<file path="config.mk">
export PLATFORM = sky130hd
export DESIGN_NAME = odsu_dev_flat
export DESIGN_NICKNAME = d
export VERILOG_FILES = /design/src/hw/odsu_pkg.sv /design/src/hw/odsu_link_if.sv /design/src/hw/odsu_dev.sv /design/src/flat_wrapper.sv
export SDC_FILE = /design/constraint.sdc
export NUM_CORES = 1
export LEC_CHECK = 0
export ABC_CLOCK_PERIOD_IN_PS = 7750
export BUFFER_PORTS_ARGS = -buffer_cell sky130_fd_sc_hd__buf_4
export CAP_MARGIN = 20
export CORE_MARGIN = 3
export CORE_UTILIZATION = 40
export DETAILED_ROUTE_END_ITERATION = 8
export HOLD_SLACK_MARGIN = 0.08
export PLACE_DENSITY = 0.68
export SYNTH_ARGS = -nofsm -noshare
export SYNTH_HDL_FRONTEND = slang
export SYNTH_SLANG_ARGS = --single-unit
</file>
<file path="constraint.sdc">
create_clock -name clock -period 7.75 [get_ports clock]
set_clock_uncertainty 0.05 [all_clocks]
set_input_delay 0.3875 -clock clock [delete_from_list [all_inputs] [get_ports clock]]
set_output_delay 0.3875 -clock clock [all_outputs]
set_load 0.005 [all_outputs]
</file>
<file path="src/hw/odsu_pkg.sv">
// Shared constants and types for the octal DAC serial update control.
package odsu_pkg;
  localparam int unsigned FRAME_BITS    = 16;
  localparam int unsigned CHANNELS      = 8;
  localparam int unsigned DATA_W        = 12;
  localparam int unsigned CNT_W         = 5;
  localparam int unsigned BIT_CTRL      = 15;
  localparam int unsigned BIT_MODE_HI   = 14;
  localparam int unsigned BIT_MODE_LO   = 13;
  localparam int unsigned BIT_RST_FULL  = 12;
  localparam int unsigned BIT_ADDR_HI   = 14;
  localparam int unsigned BIT_ADDR_LO   = 12;
  localparam int unsigned BIT_DATA_HI   = 11;
  localparam int unsigned BIT_CFG_HI    = 5;
  localparam int unsigned BIT_LDM_HI    = 1;
  localparam logic [1:0]  MODE_REF_GAIN = 2'h0;
  localparam logic [1:0]  MODE_LOAD_DAC_N     = 2'h1;
  localparam logic [1:0]  MODE_PWRDN    = 2'h2;
  localparam logic [1:0]  MODE_RESET    = 2'h3;
  localparam logic [1:0]  LDM_LOW       = 2'h0;
  localparam logic [1:0]  LDM_HIGH      = 2'h1;
  localparam logic [1:0]  LDM_SINGLE    = 2'h2;
  localparam logic [1:0]  LDM_RST       = LDM_HIGH;
  localparam logic [5:0]  CFG_RST       = 6'h00;
  localparam logic [7:0]  PWRDN_RST     = 8'h00;
  localparam int unsigned HOST_DIV      = 4;
  localparam int unsigned HOST_DIV_W    = 3;
  typedef logic [DATA_W-1:0] odsu_data_t;
endpackage : odsu_pkg

</file>
<file path="src/hw/odsu_link_if.sv">
// Three-wire serial link plus load strobe between host and DAC control.
`timescale 1ns/10ps
`default_nettype none
interface odsu_link_if;
  logic frame_n;
  logic sclk;
  logic sdin;
  logic load_dac_n;
  modport host (output frame_n, output sclk, output sdin, output load_dac_n);
  modport dev  (input frame_n, input sclk, input sdin, input load_dac_n);
endinterface : odsu_link_if
`default_nettype wire

</file>
<file path="src/hw/odsu_dev.sv">
// Device end: frame receiver, command decode and double-buffered DAC registers.
`timescale 1ns/10ps
`default_nettype none
module odsu_dev
  import odsu_pkg::*;
(
  input  wire logic          clock,
  input  wire logic          rst_n,
  input  wire logic          ce,
  odsu_link_if.dev           link,
  output logic [CHANNELS*DATA_W-1:0] dac_code,
  output logic [CHANNELS-1:0]        pwrdn,
  output logic [5:0]                 cfg_active,
  output logic [1:0]                 load_mode,
  output logic                       frame_done
);
  // Pins cross from the link into the clock domain through two flip-flops.
  logic [2:0]          frm_s_r;
  logic [2:0]          sck_s_r;
  logic [1:0]          din_s_r;
  logic [1:0]          ld_s_r;
  logic [FRAME_BITS-1:0] shift_r;
  logic [CNT_W-1:0]    cnt_r;
  odsu_data_t          in_reg_r  [CHANNELS];
  odsu_data_t          dac_reg_r [CHANNELS];
  logic [CHANNELS-1:0] dirty_r;
  logic [5:0]          cfg_in_r;
  logic                cfg_dirty_r;
  logic                single_r;
  logic                done_r;
  logic                sck_fall;
  logic                frm_rise;
  logic                ld_low;
  logic [2:0]          ld_str_r;
  logic                load_now;
  logic [FRAME_BITS-1:0] word;

  // Channel field of a data write; the write and its dirty mark must agree on it.
  function automatic logic [2:0] chan_of(input logic [FRAME_BITS-1:0] w);
    return w[BIT_ADDR_HI:BIT_ADDR_LO];
  endfunction : chan_of

  always_ff @(posedge clock) begin
    if (!rst_n) begin
      frm_s_r <= 3'h7;
      sck_s_r <= 3'h0;
      din_s_r <= 2'h0;
      ld_s_r  <= 2'h3;
    end else if (ce) begin
      frm_s_r <= {frm_s_r[1:0], link.frame_n};
      sck_s_r <= {sck_s_r[1:0], link.sclk};
      din_s_r <= {din_s_r[0], link.sdin};
      ld_s_r  <= {ld_s_r[0], link.load_dac_n};
    end
  end

  assign sck_fall = sck_s_r[2] & ~sck_s_r[1] & ~frm_s_r[1];
  assign frm_rise = ~frm_s_r[2] & frm_s_r[1];
  assign word     = shift_r;

  // Frame counter; a frame is taken when frame rises after 16 or more edges, and edges beyond 16 are not shifted in.
  always_ff @(posedge clock) begin
    if (!rst_n) begin
      shift_r <= 16'h0000;
      cnt_r   <= 5'h00;
    end else if (ce) begin
      if (frm_s_r[1]) begin
        cnt_r <= 5'h00;
      end else if (sck_fall && cnt_r < CNT_W'(FRAME_BITS)) begin
        shift_r <= {shift_r[FRAME_BITS-2:0], din_s_r[1]};
        cnt_r   <= cnt_r + 5'h01;
      end
    end
  end

  // Completion on the rising frame edge keeps a late extra edge from corrupting the word.
  always_ff @(posedge clock) begin
    if (!rst_n) begin
      done_r <= 1'b0;
    end else if (ce) begin
      done_r <= frm_rise && cnt_r == CNT_W'(FRAME_BITS);
    end
  end

  logic is_ctrl;
  logic [1:0] mode;
  assign is_ctrl = word[BIT_CTRL];
  assign mode    = word[BIT_MODE_HI:BIT_MODE_LO];

  // A strobe given at frame close passes its synchroniser before the frame path writes the word.
  // Its low level is therefore stretched by three cycles, at the price of an equally short late load window.
  always_ff @(posedge clock) begin
    if (!rst_n) begin
      ld_str_r <= 3'h0;
    end else if (ce) begin
      ld_str_r <= {ld_str_r[1:0], !ld_s_r[1]};
    end
  end

  assign ld_low = !ld_s_r[1] || ld_str_r != 3'h0;

  // Pin low or mode 00 makes the DAC registers transparent; single mode loads once.
  assign load_now = ld_low || load_mode == LDM_LOW || single_r;

  always_ff @(posedge clock) begin
    if (!rst_n) begin
      load_mode <= LDM_RST;
      pwrdn     <= PWRDN_RST;
      cfg_in_r  <= CFG_RST;
      single_r  <= 1'b0;
    end else if (ce) begin
      single_r <= 1'b0;
      if (done_r && is_ctrl) begin
        case (mode)
          MODE_REF_GAIN: cfg_in_r <= word[BIT_CFG_HI:0];
          MODE_LOAD_DAC_N: begin
            if (word[BIT_LDM_HI:0] == LDM_SINGLE) begin
              single_r  <= 1'b1;
              load_mode <= LDM_HIGH;
            end else if (word[BIT_LDM_HI:0] != 2'h3) begin
              load_mode <= word[BIT_LDM_HI:0];
            end
          end
          MODE_PWRDN: pwrdn <= word[CHANNELS-1:0];
          default: begin
            if (word[BIT_RST_FULL]) begin
              load_mode <= LDM_RST;
              pwrdn     <= PWRDN_RST;
              cfg_in_r  <= CFG_RST;
            end
          end
        endcase
      end
    end
  end

  // Data path; a write then load in the same cycle is covered by the dirty flag next cycle.
  always_ff @(posedge clock) begin
    if (!rst_n) begin
      for (int i = 0; i < CHANNELS; i++) begin
        in_reg_r[i]  <= '0;
        dac_reg_r[i] <= '0;
      end
      dirty_r     <= '0;
      cfg_active  <= CFG_RST;
      cfg_dirty_r <= 1'b0;
    end else if (ce) begin
      if (load_now) begin
        for (int i = 0; i < CHANNELS; i++) begin
          if (dirty_r[i]) begin
            dac_reg_r[i] <= in_reg_r[i];
            dirty_r[i]   <= 1'b0;
          end
        end
        if (cfg_dirty_r) begin
          cfg_active  <= cfg_in_r;
          cfg_dirty_r <= 1'b0;
        end
      end
      if (done_r && !is_ctrl) begin
        in_reg_r[chan_of(word)] <= word[BIT_DATA_HI:0];
        dirty_r[chan_of(word)]  <= 1'b1;
      end
      if (done_r && is_ctrl && mode == MODE_REF_GAIN) begin
        cfg_dirty_r <= 1'b1;
      end
      if (done_r && is_ctrl && mode == MODE_RESET) begin
        for (int i = 0; i < CHANNELS; i++) begin
          in_reg_r[i]  <= '0;
          dac_reg_r[i] <= '0;
        end
        dirty_r <= '0;
        if (word[BIT_RST_FULL]) begin
          cfg_active  <= CFG_RST;
          cfg_dirty_r <= 1'b0;
        end
      end
    end
  end

  always_comb begin
    for (int i = 0; i < CHANNELS; i++) begin
      dac_code[i*DATA_W +: DATA_W] = dac_reg_r[i];
    end
  end

  assign frame_done = done_r;
endmodule : odsu_dev
`default_nettype wire

</file>
<file path="src/flat_wrapper.sv">
// flat-port wrapper written by rule: the top's interface ports become plain ports
module odsu_dev_flat import odsu_pkg::*;
  (clock, rst_n, ce, dac_code, pwrdn, cfg_active, load_mode, frame_done, link_frame_n, link_sclk, link_sdin, link_load_dac_n);
  odsu_link_if link_i ();
  input  wire logic clock;
  input  wire logic rst_n;
  input  wire logic ce;
  output logic [CHANNELS*DATA_W-1:0] dac_code;
  output logic [CHANNELS-1:0] pwrdn;
  output logic [5:0] cfg_active;
  output logic [1:0] load_mode;
  output logic frame_done;
  input wire logic [$bits(link_i.frame_n)-1:0] link_frame_n;
  input wire logic [$bits(link_i.sclk)-1:0] link_sclk;
  input wire logic [$bits(link_i.sdin)-1:0] link_sdin;
  input wire logic [$bits(link_i.load_dac_n)-1:0] link_load_dac_n;
  assign link_i.frame_n = link_frame_n;
  assign link_i.sclk = link_sclk;
  assign link_i.sdin = link_sdin;
  assign link_i.load_dac_n = link_load_dac_n;
  odsu_dev u_core (.clock(clock), .rst_n(rst_n), .ce(ce), .link(link_i), .dac_code(dac_code), .pwrdn(pwrdn), .cfg_active(cfg_active), .load_mode(load_mode), .frame_done(frame_done));
endmodule
</file>
==> qor.yml <==
nets: 1020
place_congestion: 0.763
synth.avg_cell_area_sq_um: 11.5
dp_cells: 1310
clk_latency_ps: 540
drtIter0Drc: 535
holdCritPathClass: "input port to flop"
yosys_warnings: 0
synth_edf_count: 144
dp_hpwl_mm: 14.4
antenna_cells: 0
relSlewSlack: 0.362
r2r_cells: 5
drv_slew: 0
worst_ir_drop_vdd_mv: 0.152
cts_max_path_buffers: 3
synth_top_flop_cell: "edfxtp_1"
area_growth_pct: 17.6
status: "finished, final reports clean"
instances_no_fill: 1363
clk_pin_slew_ps: 60
yosys.cell_types.count: 53
drive_above_1_share: 0.186
totalPowerFinal_uw: 2790
grt_pass1_vias: 6680
worstPathCellList: "ha_1 > nand4_4 > buf_4 > and2_1 > nand2b_1"
wl_per_cell_microns: 16.9
cts_sinks: 259
worst-path-buf-inv: 1
drc_errors: 0
synth_area_leader_cell: "edfxtp_1"
syn_area_sq_um: 10700
die_width_microns: 169
antenna_found_initial: 0
worstHoldStart: "link_sclk"
synth_seq_cells: 259
htree_levels: 1
tightest_slew_ps: 956
reg2reg_from: "u_core.shift_r[13]$_SDFFE_PN0P_"
max_stage_delay_ps: 820
initial_utilization: 0.409
num_vias: 7116
fin_crit_ps: 3270
worstPathMaxFanout: 98
tns_ps: 0
core_sq_um: 26100
crit_type: "flop to flop"
r2r_slack_ps: 4480
seq_area_frac_synth: 0.620
num_rows: 59
worstPathRequired_ps: 7830
grt_overflow: 0
holdPathEnd: "u_core.sck_s_r[0]$_SDFFE_PN0P_"
synth-async-reset-ratio: 0
die_area_sq_um: 28700
cts-root-buf: "clkbuf_16"
worst_setup_path_end_kind: "flop"
grt_usage: 0.155
cts_buffers: 27
setup_ws_ps: 4480
powerDensity_nw_per_um2: 222
cp_top_family: "simple AND/OR/NAND/NOR gates"
synth.top_cell.area_share: 0.405
drtPass1Iterations: 5
port_buffers: 119
reg2reg_to: "u_core.in_reg_r[5][11]$_SDFFCE_PN0P_"
syn-instance-count: 929
dp_slack_ps: 4470
setup_viol: 0
rsz0062_at_grt: "no"
ant_nets: 0
die_h_microns: 169
wl_mm: 23.0
arrival_ps: 3350
vias_per_cell: 5.22
grt_max_degree: 99
ys_top_cells_by_area: "edfxtp_1 (40%), dfxtp_1 (22%), mux2i_1 (7.4%)"
grt_pass1_wl_mm: 36.1
fmax_ghz: 0.306
hold_viol: 0
start_kind: "flop"
holdPathStages: 3
crit_path_top_delay_cell: "and2_1"
syn_nets: 942
fin_crit_sh: 0.422
cts_tree: "built"
drv_cap: 0
io_pins: 120
leakage_uw: 0.00445
==> cell type report <==
type | count | area (sq um)
Fill cell | 2383 | 13600
Timing Repair Buffer | 134 | 1010
Multi-Input combinational cell | 572 | 3610
Sequential cell | 259 | 6630
Inverter | 13 | 48.8
Tap cell | 335 | 419
Clock inverter | 13 | 96.3
Clock buffer | 37 | 743
==> metal layers <==
metal	vias to the layer above	part of all wire	GRT usage
met3	44	0.059	0.0284
met2	202	0.45	0.248
met4	0	0.027	0.0462
met5	-	0	0
li1	3449	-	-
met1	3421	0.46	0.217
==> kinds of logic (layout without fill, tap and decap cells) <==
| group | after synthesis | count (layout) | share of synthesized area |
|---|---|---|---|
| and+or+nand+nor | 408 | 408 | 0.209 |
| DFF | 259 | 259 | 0.620 |
| buffers and inverters | 98 | 197 | 0.0430 |
| muxes | 79 | 79 | 0.0740 |
| AOI/OAI and AO/OA | 78 | 78 | 0.0460 |
| adders and majority gates | 6 | 6 | 0.00703 |
| xor gates and xnor gates | 1 | 1 | 0.000820 |
==> cell usage after synthesis (6+ instances only) <==
master and count:
edfxtp_1 144, nand3_1 132, dfxtp_1 115, and2_1 97, mux2i_1 79, nand2_1 76, nor3_1 49, clkbuf_1 44
o21ai_0 23, a21oi_1 22, buf_2 21, nor2_1 14, inv_1 11, nand2b_1 9, a31o_2 7, buf_4 7
clkbuf_2 7, o211ai_1 7, and3_1 6, ha_1 6, o21bai_1 6
==> flip-flops by register name (all words and copies together) (netlist names) <==
name and count:
u_core.din_s_r 2, u_core.in_reg_r 96, u_core.ld_s_r 2, u_core.shift_r 16, u_core.load_mode 2, u_core.frm_s_r 3
u_core.single_r 1, u_core.cfg_in_r 6, u_core.pwrdn 8, u_core.dac_reg_r 96, u_core.cnt_r 5, u_core.frame_done 1
u_core.ld_str_r 3, u_core.sck_s_r 3, u_core.dirty_r 8, u_core.cfg_active 6, u_core.cfg_dirty_r 1
==> worst register-to-register path: cells and delay by family (launching register included) <==
kind          cells  cell delay, ps
simple gates      3            1480
buf+inv           1             720
flops             1             350
fa+ha+maj         1             290
==> worst max-delay path by stage <==
stage / cells past startpoint / from / end / slack (ps)
6_report: 5 / u_core.shift_r[13]$_SDFFE_PN0P_ / u_core.in_reg_r[5][11]$_SDFFCE_PN0P_ / 4480
2_1_floorplan: 6 / u_core.load_mode[1]$_SDFFE_PN0P_ / u_core.dac_reg_r[0][0]$_SDFFCE_PN0P_ / 5270
3_5_place_dp: 5 / ce / u_core.in_reg_r[5][3]$_SDFFCE_PN0P_ / 4470
5_1_grt: 5 / u_core.shift_r[13]$_SDFFE_PN0P_ / u_core.in_reg_r[5][7]$_SDFFCE_PN0P_ / 4250
3_3_place_gp: 5 / ce / u_core.in_reg_r[5][3]$_SDFFCE_PN0P_ / 4460
4_1_cts: 5 / u_core.shift_r[13]$_SDFFE_PN0P_ / u_core.in_reg_r[0][9]$_SDFFCE_PN0P_ / 4480
==> report_power, final <==
part	switching (uW)	internal, uW
sequential	14.6	1480
combinational	53.2	24.5
clock	513	704
==> metrics by stage <==
step | utilization | hold WS, ps | cell area, sq um
after floorplan | - | 386 | 10700
after global placement | 0.447 | 401 | 11700
after detailed placement | 0.447 | 398 | 11700
after CTS | 0.481 | 82.6 | 12600
after global routing | 0.481 | 119 | 12600
final | 0.481 | 91.1 | 12600
==> repair_timing <==
item / CTS / global route
resized for setup: 0 / 0
buffers inserted: 0 / 0
hold endpoints to repair: 3 / 0
hold buffers: 3 / 0
==> cell usage in the layout, fill, tap and decap left out, types with 2 or more instances in the layout <==
cell,count
o32ai_1,3
o21ai_0,23
nor3_1,49
o211ai_1,7
and3_1,6
nor2_1,14
buf_4,131
inv_1,11
clkinv_1,8
dlygate4sd3_1,3
nand3_1,132
nor3_4,2
edfxtp_1,144
nand2_1,76
clkbuf_16,27
nor2b_1,2
o21bai_1,6
clkbuf_8,3
nand2b_1,9
nand4_1,3
a21oi_2,2
and2_1,97
ha_1,6
clkbuf_1,7
clkinv_2,4
a31o_2,7
nor3b_2,4
dfxtp_1,115
a21oi_1,22
mux2i_1,79
Power figures use the tool's default switching activity.
